### src/rtl/dcl_pkg.sv
package dcl_pkg;

  localparam int DCL_NCH = 8;
  localparam int DCL_CODE_W = 13;
  localparam int DCL_LIM_W = 6;
  localparam int DCL_FILL_W = DCL_CODE_W - DCL_LIM_W;
  localparam int DCL_ADDR_W = 12;
  localparam int DCL_DATA_W = 32;
  localparam int DCL_REG_W = 16;

  // register indexes; the byte address is four times the index
  localparam logic [7:0] DCL_IDX_CEIL_A_LO = 8'h4c;
  localparam logic [7:0] DCL_IDX_CEIL_A_HI = 8'h4d;
  localparam logic [7:0] DCL_IDX_CEIL_B_LO = 8'h4e;
  localparam logic [7:0] DCL_IDX_CEIL_B_HI = 8'h4f;
  localparam logic [7:0] DCL_IDX_PIN0_MASK = 8'h50;
  localparam logic [7:0] DCL_IDX_PIN1_MASK = 8'h51;
  localparam logic [7:0] DCL_IDX_BUF_BASE = 8'h40;
  localparam logic [7:0] DCL_IDX_LOAD = 8'h53;
  localparam logic [7:0] DCL_IDX_STATUS = 8'h54;
  localparam logic [7:0] DCL_IDX_ACT_BASE = 8'h60;

  // field positions
  localparam int DCL_CEIL_LO_LSB = 0;
  localparam int DCL_CEIL_HI_LSB = 8;
  localparam int DCL_STAT_SW_LSB = 0;
  localparam int DCL_STAT_PIN0_BIT = 8;
  localparam int DCL_STAT_PIN1_BIT = 9;
  localparam int DCL_STAT_CLIP_LSB = 16;

  // reset values, then the fixed fill below each ceiling field
  localparam logic [15:0] DCL_CEIL_REG_RST = 16'h3f3f;
  localparam logic [DCL_LIM_W-1:0] DCL_CEIL_FIELD_RST = 6'h3f;
  localparam logic [7:0] DCL_MASK_RST = 8'h00;
  localparam logic [DCL_CODE_W-1:0] DCL_CODE_RST = 13'h0000;
  localparam logic [DCL_FILL_W-1:0] DCL_CEIL_FILL = 7'h7f;

  typedef enum logic [2:0] {
    DCL_R_NONE  = 3'h0,
    DCL_R_CEIL  = 3'h1,
    DCL_R_MASK0 = 3'h3,
    DCL_R_MASK1 = 3'h2,
    DCL_R_BUF   = 3'h6,
    DCL_R_LOAD  = 3'h7,
    DCL_R_STAT  = 3'h5,
    DCL_R_ACT   = 3'h4
  } dcl_reg_e;

endpackage : dcl_pkg

### src/rtl/dcl_code_clamp.sv
`timescale 1ns/10ps
module dcl_code_clamp
  import dcl_pkg::*;
(
  input wire logic [DCL_CODE_W-1:0] code_in,
  input wire logic [DCL_LIM_W-1:0] ceil_field,
  output logic [DCL_CODE_W-1:0] code_out,
  output logic clipped
);

  logic [DCL_CODE_W-1:0] ceiling;

  // field n gives n followed by seven ones, 007f up to 1fff
  assign ceiling = {ceil_field, DCL_CEIL_FILL};
  // above the ceiling gives the ceiling, else passes through (no storage here)
  assign clipped = (code_in > ceiling);
  assign code_out = clipped ? ceiling : code_in;

endmodule : dcl_code_clamp

### src/rtl/dcl_regs.sv
`timescale 1ns/10ps
module dcl_regs
  import dcl_pkg::*;
(
  input wire logic pclk,
  input wire logic presetn,
  input wire logic psel,
  input wire logic penable,
  input wire logic pwrite,
  input wire logic [DCL_ADDR_W-1:0] paddr,
  input wire logic [DCL_DATA_W-1:0] pwdata,
  input wire logic [3:0] pstrb,
  output logic [DCL_DATA_W-1:0] prdata,
  output logic pready,
  output logic pslverr,
  input wire logic switch_ctrl_pin_zero,
  input wire logic switch_ctrl_pin_one,
  output logic [DCL_NCH-1:0] switch_on,
  output logic [DCL_NCH*DCL_CODE_W-1:0] active_code
);

  function automatic logic [7:0] dcl_index(input logic [DCL_ADDR_W-1:0] a);
    dcl_index = a[9:2];
  endfunction : dcl_index

  // unaligned words and addresses beyond the index range decode to none
  function automatic dcl_reg_e dcl_decode(input logic [DCL_ADDR_W-1:0] a);
    logic [7:0] idx;
    idx = a[9:2];
    dcl_decode = DCL_R_NONE;
    if (a[1:0] == 2'h0 && a[DCL_ADDR_W-1:10] == '0) begin
      if (idx >= DCL_IDX_CEIL_A_LO && idx <= DCL_IDX_CEIL_B_HI) begin
        dcl_decode = DCL_R_CEIL;
      end else if (idx == DCL_IDX_PIN0_MASK) begin
        dcl_decode = DCL_R_MASK0;
      end else if (idx == DCL_IDX_PIN1_MASK) begin
        dcl_decode = DCL_R_MASK1;
      end else if (idx[7:3] == DCL_IDX_BUF_BASE[7:3]) begin
        dcl_decode = DCL_R_BUF;
      end else if (idx == DCL_IDX_LOAD) begin
        dcl_decode = DCL_R_LOAD;
      end else if (idx == DCL_IDX_STATUS) begin
        dcl_decode = DCL_R_STAT;
      end else if (idx[7:3] == DCL_IDX_ACT_BASE[7:3]) begin
        dcl_decode = DCL_R_ACT;
      end
    end
  endfunction : dcl_decode

  // byte-lane merge of the low 16 bits
  function automatic logic [DCL_REG_W-1:0] dcl_merge(
    input logic [DCL_REG_W-1:0] old_v,
    input logic [DCL_DATA_W-1:0] wd,
    input logic [3:0] st
  );
    dcl_merge = old_v;
    if (st[0]) begin
      dcl_merge[7:0] = wd[7:0];
    end
    if (st[1]) begin
      dcl_merge[15:8] = wd[15:8];
    end
  endfunction : dcl_merge

  logic [DCL_LIM_W-1:0] ceil_r [DCL_NCH];
  logic [DCL_NCH-1:0] pin0_mask_r;
  logic [DCL_NCH-1:0] pin1_mask_r;
  logic [DCL_CODE_W-1:0] buf_r [DCL_NCH];
  logic [DCL_CODE_W-1:0] act_r [DCL_NCH];
  logic [DCL_CODE_W-1:0] clamped [DCL_NCH];
  logic [DCL_NCH-1:0] clip_now;
  logic [DCL_NCH-1:0] clip_r;
  logic [DCL_NCH-1:0] sw_r;
  logic [DCL_DATA_W-1:0] prdata_r;
  logic [DCL_DATA_W-1:0] rd_nxt;
  logic pready_r;
  logic pslverr_r;
  logic [1:0] pins_sync;
  logic pin0_s;
  logic pin1_s;
  dcl_reg_e acc_kind;
  logic [7:0] acc_idx;
  logic [2:0] acc_ch;
  logic [1:0] ceil_pair;
  logic setup_phase;
  logic wr_take;
  logic [DCL_REG_W-1:0] ceil_word;
  logic [DCL_REG_W-1:0] ceil_new;
  logic [DCL_REG_W-1:0] mask_new;
  logic [DCL_REG_W-1:0] buf_new;
  logic [DCL_REG_W-1:0] load_new;

  assign acc_kind = dcl_decode(paddr);
  assign acc_idx = dcl_index(paddr);
  assign acc_ch = acc_idx[2:0];
  assign ceil_pair = 2'(acc_idx - DCL_IDX_CEIL_A_LO);
  assign setup_phase = psel && !penable;
  // a write lands only at the edge where the master sees pready high
  assign wr_take = psel && penable && pready_r && pwrite;

  // pin levels are asynchronous; two flops before any use
  dcl_sync2 #(
    .WIDTH(2)
  ) u_pin_sync (
    .pclk(pclk),
    .presetn(presetn),
    .async_in({switch_ctrl_pin_one, switch_ctrl_pin_zero}),
    .sync_out(pins_sync)
  );
  assign pin0_s = pins_sync[0];
  assign pin1_s = pins_sync[1];

  genvar g;
  generate
    for (g = 0; g < DCL_NCH; g = g + 1) begin : g_clamp
      dcl_code_clamp u_clamp (
        .code_in(buf_r[g]),
        .ceil_field(ceil_r[g]),
        .code_out(clamped[g]),
        .clipped(clip_now[g])
      );
      assign active_code[g*DCL_CODE_W +: DCL_CODE_W] = act_r[g];
    end
  endgenerate

  // current pair of ceiling fields, odd channel in the upper field
  always_comb begin
    ceil_word = '0;
    ceil_word[DCL_CEIL_LO_LSB +: DCL_LIM_W] = ceil_r[{ceil_pair, 1'b0}];
    ceil_word[DCL_CEIL_HI_LSB +: DCL_LIM_W] = ceil_r[{ceil_pair, 1'b1}];
  end

  assign ceil_new = dcl_merge(ceil_word, pwdata, pstrb);
  assign mask_new = dcl_merge(16'h0000, pwdata, pstrb);
  assign buf_new = dcl_merge({3'h0, buf_r[acc_ch]}, pwdata, pstrb);
  assign load_new = dcl_merge(16'h0000, pwdata, pstrb);

  // read mux; reserved bits read zero, bits above 15 too except the status clip field
  always_comb begin
    rd_nxt = '0;
    case (acc_kind)
      DCL_R_CEIL: begin
        rd_nxt[DCL_REG_W-1:0] = ceil_word;
      end
      DCL_R_MASK0: begin
        rd_nxt[DCL_NCH-1:0] = pin0_mask_r;
      end
      DCL_R_MASK1: begin
        rd_nxt[DCL_NCH-1:0] = pin1_mask_r;
      end
      DCL_R_BUF: begin
        rd_nxt[DCL_CODE_W-1:0] = buf_r[acc_ch];
      end
      DCL_R_ACT: begin
        rd_nxt[DCL_CODE_W-1:0] = act_r[acc_ch];
      end
      DCL_R_STAT: begin
        rd_nxt[DCL_STAT_SW_LSB +: DCL_NCH] = sw_r;
        rd_nxt[DCL_STAT_PIN0_BIT] = pin0_s;
        rd_nxt[DCL_STAT_PIN1_BIT] = pin1_s;
        rd_nxt[DCL_STAT_CLIP_LSB +: DCL_NCH] = clip_r;
      end
      default: begin
        rd_nxt = '0;
      end
    endcase
  end

  // zero-wait slave: answer prepared in setup, pready high in access
  always_ff @(posedge pclk or negedge presetn) begin
    if (!presetn) begin
      pready_r <= 1'b0;
      pslverr_r <= 1'b0;
      prdata_r <= '0;
    end else if (setup_phase) begin
      pready_r <= 1'b1;
      pslverr_r <= (acc_kind == DCL_R_NONE) ||
                   (pwrite && (acc_kind == DCL_R_ACT ||
                               acc_kind == DCL_R_STAT));
      prdata_r <= pwrite ? '0 : rd_nxt;
    end else begin
      pready_r <= 1'b0;
      pslverr_r <= 1'b0;
      prdata_r <= '0;
    end
  end

  assign pready = pready_r;
  assign pslverr = pslverr_r;
  assign prdata = prdata_r;

  // ceiling fields, all ones after reset so the range is open
  always_ff @(posedge pclk or negedge presetn) begin
    if (!presetn) begin
      for (int i = 0; i < DCL_NCH; i++) begin
        ceil_r[i] <= DCL_CEIL_FIELD_RST;
      end
    end else if (wr_take && acc_kind == DCL_R_CEIL) begin
      ceil_r[{ceil_pair, 1'b0}] <=
        ceil_new[DCL_CEIL_LO_LSB +: DCL_LIM_W];
      ceil_r[{ceil_pair, 1'b1}] <=
        ceil_new[DCL_CEIL_HI_LSB +: DCL_LIM_W];
    end
  end

  // switch-pin masks, bit k is channel k (group a 0-3, group b 4-7)
  always_ff @(posedge pclk or negedge presetn) begin
    if (!presetn) begin
      pin0_mask_r <= DCL_MASK_RST;
      pin1_mask_r <= DCL_MASK_RST;
    end else if (wr_take) begin
      if (acc_kind == DCL_R_MASK0) begin
        pin0_mask_r <= mask_new[DCL_NCH-1:0];
      end
      if (acc_kind == DCL_R_MASK1) begin
        pin1_mask_r <= mask_new[DCL_NCH-1:0];
      end
    end
  end

  // buffer codes, bits 15-13 dropped as reserved
  always_ff @(posedge pclk or negedge presetn) begin
    if (!presetn) begin
      for (int i = 0; i < DCL_NCH; i++) begin
        buf_r[i] <= DCL_CODE_RST;
      end
    end else if (wr_take && acc_kind == DCL_R_BUF) begin
      buf_r[acc_ch] <= buf_new[DCL_CODE_W-1:0];
    end
  end

  // transfer to active, clamped against the ceiling as it latches
  always_ff @(posedge pclk or negedge presetn) begin
    if (!presetn) begin
      for (int i = 0; i < DCL_NCH; i++) begin
        act_r[i] <= DCL_CODE_RST;
      end
      clip_r <= '0;
    end else if (wr_take && acc_kind == DCL_R_LOAD) begin
      for (int i = 0; i < DCL_NCH; i++) begin
        if (load_new[i]) begin
          act_r[i] <= clamped[i];
          clip_r[i] <= clip_now[i];
        end
      end
    end
  end

  // unmasked pins are ignored; either enabled pin closes the switch
  always_ff @(posedge pclk or negedge presetn) begin
    if (!presetn) begin
      sw_r <= '0;
    end else begin
      sw_r <= ({DCL_NCH{pin0_s}} & pin0_mask_r) |
              ({DCL_NCH{pin1_s}} & pin1_mask_r);
    end
  end

  assign switch_on = sw_r;

endmodule : dcl_regs

### src/rtl/dcl_sync2.sv
`timescale 1ns/10ps
module dcl_sync2 #(
  parameter int WIDTH = 2
) (
  input wire logic pclk,
  input wire logic presetn,
  input wire logic [WIDTH-1:0] async_in,
  output logic [WIDTH-1:0] sync_out
);

  logic [WIDTH-1:0] meta_r;

  // first stage feeds only the second stage
  always_ff @(posedge pclk or negedge presetn) begin
    if (!presetn) begin
      meta_r <= '0;
      sync_out <= '0;
    end else begin
      meta_r <= async_in;
      sync_out <= meta_r;
    end
  end

endmodule : dcl_sync2

### config.mk
export PLATFORM = sky130hd
export DESIGN_NAME = dcl_regs
export DESIGN_NICKNAME = d
export VERILOG_FILES = /design/src/rtl/dcl_pkg.sv /design/src/rtl/dcl_code_clamp.sv /design/src/rtl/dcl_regs.sv /design/src/rtl/dcl_sync2.sv
export SDC_FILE = /design/constraint.sdc
export NUM_CORES = 1
export LEC_CHECK = 0
export BUFFER_PORTS_ARGS = -buffer_cell sky130_fd_sc_hd__buf_2
export CAP_MARGIN = 10
export CORE_MARGIN = 2
export CORE_UTILIZATION = 48
export DETAILED_ROUTE_END_ITERATION = 12
export PLACE_DENSITY = 0.68
export SYNTH_ARGS = -nofsm -noshare
export SYNTH_HDL_FRONTEND = slang
export SYNTH_SLANG_ARGS = --single-unit
### constraint.sdc
create_clock -name pclk -period 6.1 [get_ports pclk]
set_input_delay 0.61 -clock pclk [delete_from_list [all_inputs] [get_ports pclk]]
set_output_delay 0.61 -clock pclk [all_outputs]
set_load 0.1 [all_outputs]
==> results of run 1 <==
## kinds of logic after synthesis
| logic type | after synthesis |
|---|---|
| other cells | 1 |
| fa+ha+maj | 48 |
| flops | 316 |
| mux | 178 |
| buf+inv | 161 |
| compound gates | 415 |
| simple gates | 473 |
## final timing paths
check	start	endpoint	cells past startpoint
worst max-delay path	paddr[3]	clip_r[7]	8
max in group asynchronous	presetn	buf_r[42]	2
min in group pclk	switch_ctrl_pin_zero	u_pin_sync.meta_r[0]	1
worst min register to register	u_pin_sync.meta_r[0]	u_pin_sync.sync_out[0]	0
worst max register to register	ceil_r[13]	active_code[75]	8
worst min-delay path	presetn	active_code[7]	1
## layer usage
layer	global-route usage	vias up
met5	0	-
met2	0.456	777
met1	0.453	6656
met3	0.0604	140
li1	-	5951
met4	0.149	0
## state kept, by name, summed over array words and instances, names as in the netlist
register / flops
active_code: 104
buf_r: 104
ceil_r: 48
clip_r: 8
pin0_mask_r: 8
pin1_mask_r: 8
prdata: 22
pready: 1
pslverr: 1
switch_on: 8
u_pin_sync.meta_r: 2
u_pin_sync.sync_out: 2
## report_power, final
| part | internal [W] | switching (W) | leakage, nW | total, W |
|---|---|---|---|---|
| clock network | 0.00134 | 0.000882 | 0.595 | 0.00222 |
| logic | 0.0000448 | 0.000172 | 3.80 | 0.000217 |
| registers | 0.00210 | 0.00000372 | 4.22 | 0.00210 |
## through the flow
step	utilization	hold slack (ns)	worst slack (ns)
global placement	0.522	0.337	1.83
floorplan	-	0.314	3.30
CTS	0.558	0.0567	2.37
finish	0.558	0.0567	2.29
global route	0.558	0.0840	2.16
detailed placement	0.522	0.341	1.82
## cell usage in the layout, fill, tap and decap left out, drive strengths merged, types with 12 or more instances in the layout
master,count
buf,197
nor2,148
mux2,48
and2,12
a21o,12
o21ai,181
nand4,21
inv,57
dfrtp,268
nand2,217
dfstp,48
ha,48
and3,16
nand3,18
mux2i,72
nor3,14
clkbuf,56
a21oi,161
mux4,58
## final cells by class
| cell class | instances | area share |
|---|---|---|
| sequential | 316 | 0.424 |
| tap | 448 | 0.0299 |
| clock inverter | 9 | 0.00540 |
| clock buffer | 56 | 0.0591 |
| multi-input combinational | 1124 | 0.412 |
| inverter | 56 | 0.0112 |
| timing repair buffer | 197 | 0.0580 |
==> run_results.csv, run 1 <==
group,metric,value,unit
worst_setup_path,crit_type,"in -> reg",
worst_setup_path,crit_slowest_cell,"a2111o_2",
timing,finalSetupViolations,0,
cts,cts_resized,0,
floorplan,dieArea,35700,µm²
worst_setup_path,crit_path_max_fanout,38,
worst_setup_path,arrival,4.26,ns
worst_setup_path,critPathCaptureType,"register",
cells_and_area,final_cell_count_no_fill,2206,
placement,dp.cells,2139,
timing,worst_slew_pin_slew,1.11,ns
timing,finalHoldViolCount,0,
timing,fin_crit_sh,0.625,
cts,cts_root_buf,"clkbuf_16",
detailed_routing,drt-total-wl,55.7,mm
cells_and_area,diodes,0,
cts,clk_latency,0.54,ns
detailed_routing,dr_total_vias,13524,
floorplan,start_util,0.488,
min_path,hp-class,"in -> async",
worst_setup_path,crit_chain,"buf_4, and3b_1, o211ai_1, a2111o_2, nor2_4, buf_4, and2_1, mux2i_1",
synth,netlist_top_cells_count,"dfrtp_1 (268), nand2_1 (217), o21ai_0 (174), a21oi_1 (147), nor2_1 (146)",
synth,yosys.area.top_type,"dfrtp_1",
detailed_routing,dr_wl_met2,24.0,mm
detailed_routing,drt-initial-drc-count,1305,
floorplan,chipHeight,189,µm
global_route,antenna_found_initial,0,
timing,max-slew-margin-rel,0.236,
timing,slew_viol_final,0,
timing,rsz0062_at_grt,"no",
cells_and_area,drive_gt1_frac,0.247,
detailed_routing,wl_met3,5.21,mm
cells_and_area,stdcell_area,18800,µm²
synth,ys_seq_area_frac,0.485,
global_route,grt-ovfl-total,0,
synth,synth_top_area_frac,0.409,
synth,synthMuxAreaShare,0.156,
worst_setup_path,cp.required,6.54,ns
placement,dpl.hpwl,39.7,mm
synth,postSynthCellCount,1592,
synth,synth_edf_count,0,
synth,synth_top_family_by_area,"multiplexers",
worst_setup_path,critPathTopFamily,"simple AND/OR/NAND/NOR gates",
synth,syn_avg_cell_area,10.3,µm²
detailed_routing,first_pass_iters,5,
floorplan,num_io_pins,201,
timing,fin_skew,0.0164,ns
floorplan,die_w,189,µm
synth,synth_flop_cell,"dfrtp_1",
cells_and_area,syn_to_final_growth,14.4,%
cells_and_area,layout.nets,1835,
worst_setup_path,slowest_delay,0.74,ns
placement,io_buffers,170,
cts,cts_buffers,37,
cts,cts_sinks,316,
synth,synth_cell_type_count,63,
global_route,grt_pass1_wl,83.1,mm
status,status,"finished clean",
worst_setup_path,crit_top_cell,"buf_4",
synth,post-synth-top-count-cell,"dfrtp_1",
detailed_routing,drc,0,
cts,cts_setup_buffers,0,
timing,setup_tns,0,ns
global_route,grt_pass1_vias,13042,
floorplan,core.rowCount,67,
worst_setup_path,r2r_slack,2.75,ns
cts,cts_hold_buf,0,
power,total_leakage_power,8.62,nW
placement,postPlaceCellArea,17500,µm²
synth,yosys.area_share.simple,0.131,
run,maxCapViolations,0,
cells_and_area,fillers,2915,
synth,synth_xor_area_frac,0,
cells_and_area,multi_input_area,7730,µm²
detailed_routing,ant_nets,0,
cts,cts_max_level,2,
power,peakVddDrop,0.191,mV
global_route,grt_max_degree,123,
cts,tritoncts,"built",
placement,gp_congestion,0.950,
detailed_routing,highest_layer,"met4",
synth,synth_top_cells_by_area,"dfrtp_1 (41%), mux4_2 (8.0%), dfstp_2 (7.7%)",
synth,ys_seq_elements,316,
detailed_routing,vias_per_cell,6.13,
synth,async_flop_share,1.00,
power,power_density,242,nW/µm²
timing,max_freq,262,MHz
synth,syn-cell-area,16400,µm²
cts,cts_buffer_depth,3,
synth,yosysWarnings,0,
cts,clk_pin_slew,0.06,ns
timing,finalCriticalPeriod,3.81,ns
worst_setup_path,critPathLaunchType,"input pin",
detailed_routing,wl_met1,23.6,mm
worst_setup_path,crit_buf_inv,2,
synth,synth_compound_area_frac,0.144,
global_route,grt_usage,0.314,
synth,yosys.area_share.adder,0.0366,
floorplan,coreArea,33600,µm²
detailed_routing,wl_per_cell,25.2,µm
power,finalPower,0.00454,W
cells_and_area,ff_latch_area,7970,µm²
Note: power is estimated with default switching activity, not from simulation.
==> run 2, diff against run 1 <==
Settings changed: PLACE_DENSITY 0.68 to 0.71.
Clock period 6.1 ns to 3.2 ns, I/O delays scaled along.
==> run 2 against run 1 <==
  * Highest routed layer unchanged
  * Sequential power grew 91%
  * Critical endpoint is now active_code[88]
  * Cell area grew 2.8%
  * Largest power group unchanged
  * Cell count increased by 3.2%
  * Critical path depth unchanged
==> run_results.csv, run 2 (same netlist as run 1, synthesis figures left out) <==
group,metric,value,unit
status,status,"finished clean",
timing,slew_viol_final,0,
floorplan,start_util,0.488,
cells_and_area,fillers,2884,
power,total_leakage_power,8.96,nW
worst_setup_path,crit_path_max_fanout,6,
timing,finalHoldViolCount,0,
power,peakVddDrop,0.296,mV
timing,setup_tns,0,ns
detailed_routing,ant_nets,0,
worst_setup_path,worstReg2RegStart,"ceil_r[9]",
worst_setup_path,crit_type,"reg -> reg",
placement,io_buffers,170,
cts,cts_sinks,316,
floorplan,core.rowCount,67,
detailed_routing,drc,0,
cts,cts_buffers,36,
floorplan,chipHeight,189,µm
floorplan,num_io_pins,201,
timing,finalCriticalPeriod,2.86,ns
floorplan,coreArea,33600,µm²
power,power_density,439,nW/µm²
timing,finalSetupViolations,0,
global_route,grt_pass1_wl,84.9,mm
cts,cts_root_buf,"clkbuf_16",
worst_setup_path,arrival,3.26,ns
placement,gp_congestion,1.01,
placement,dpl.hpwl,41.1,mm
detailed_routing,drt-initial-drc-count,1522,
floorplan,die_w,189,µm
detailed_routing,vias_per_cell,6.10,
cells_and_area,layout.nets,1905,
cts,cts_hold_buf,3,
cts,clk_latency,0.53,ns
run,maxCapViolations,0,
cts,clk_pin_slew,0.06,ns
timing,max_freq,349,MHz
timing,rsz0062_at_grt,"no",
cells_and_area,syn_to_final_growth,17.6,%
cells_and_area,drive_gt1_frac,0.275,
detailed_routing,wl_per_cell,24.5,µm
detailed_routing,drt-total-wl,55.8,mm
min_path,hp-class,"in -> reg",
global_route,grt-ovfl-total,0,
detailed_routing,dr_total_vias,13883,
cts,tritoncts,"built",
global_route,grt_pass1_vias,13438,
floorplan,dieArea,35700,µm²
timing,worst_slew_pin_slew,0.815,ns
timing,fin_skew,0.0119,ns
cts,cts_buffer_depth,3,
cts,cts_resized,0,
global_route,antenna_found_initial,0,
worst_setup_path,critPathLaunchType,"register",
global_route,grt_usage,0.315,
cells_and_area,ff_latch_area,7970,µm²
cells_and_area,diodes,0,
global_route,grt_max_degree,86,
worst_setup_path,cp.required,3.60,ns
timing,fin_crit_sh,0.894,
cells_and_area,layout_common_cells,"dfrtp_1 (268), nand2_1 (217), o21ai_0 (174)",
cells_and_area,final_core_util,0.574,
min_path,hp-start,"penable",
worst_setup_path,startpoint,"ceil_r[9]",
cells_and_area,final_common_cell,"dfrtp_1",
timing,max-slew-margin-rel,0.455,
cts,cts_max_level,2,
cells_and_area,multi_input_area,7730,µm²
worst_setup_path,critPathCaptureType,"register",
cts,cts_setup_buffers,0,
detailed_routing,first_pass_iters,6,
run 2: cell types whose count changed in the layout (fill, tap and decap cells not counted), moves of 3 or more:
cell	before	now
clkbuf_8	7	10
clkbuf_1	10	7
buf_12	1	6
buf_4	25	90
dlygate4sd3_1	0	3
run 2: through the flow:
stage	worst slack, ns	area [µm²]	total power [W]	cells	hold WS [ns]
3_3_place_gp	0.240	18100	0.00452	2209	0.345
4_1_cts	0.407	19300	0.00852	2277	0.00418
5_1_grt	0.314	19300	0.00871	2277	0.0323
3_5_place_dp	0.264	18100	0.00452	2209	0.335
2_1_floorplan	0.428	16400	0.00431	1601	0.0244
6_report	0.339	19300	0.00848	2277	0.0200
run 2: worst paths after layout:
| path | to | slack [ns] | cells after the start |
|---|---|---|---|
| min in group asynchronous | active_code[56] | 0.41 | 2 |
| hold / removal | pready | 0.02 | 2 |
| setup reg to reg | active_code[88] | 0.34 | 8 |
| setup / recovery | active_code[88] | 0.34 | 8 |
| hold reg to reg | u_pin_sync.sync_out[0] | 0.37 | 0 |
| max in group asynchronous | ceil_r[4] | 1.88 | 3 |
run 2: final cells by class:
| cell class | count | share of cell area |
|---|---|---|
| repair buffers | 268 | 0.0871 |
| multi-input cells | 1124 | 0.400 |
| well taps | 448 | 0.0290 |
| inverters | 56 | 0.0109 |
| flip-flops and latches | 316 | 0.413 |
| clock inverters | 11 | 0.00350 |
| clock buffers | 54 | 0.0565 |
run 2: critical path: stages (launching register included):
cell and delay, ns:
dfstp_2 0.56, inv_1 0.05, ha_1 0.31, a2111oi_0 0.65
o21ai_1 0.15, o21a_1 0.15, nor2b_1 0.24, mux2_2 0.33
mux2_1 0.30
run 2: metal layers:
layer	GRT usage	vias to the layer above	part of all wire
met3	0.0489	126	0.094
li1	-	6086	-
met1	0.465	6893	0.43
met4	0.122	0	0.042
met5	0	-	0
met2	0.469	778	0.44
run 2: where the power goes:
part / leakage [nW] / total (W) / switching (W) / internal, W
logic: 4.16 / 0.000445 / 0.000331 / 0.000114
registers: 4.22 / 0.00401 / 0.00000714 / 0.00400
clock network: 0.573 / 0.00403 / 0.00167 / 0.00236
total: 8.96 / 0.00848 / 0.00201 / 0.00648
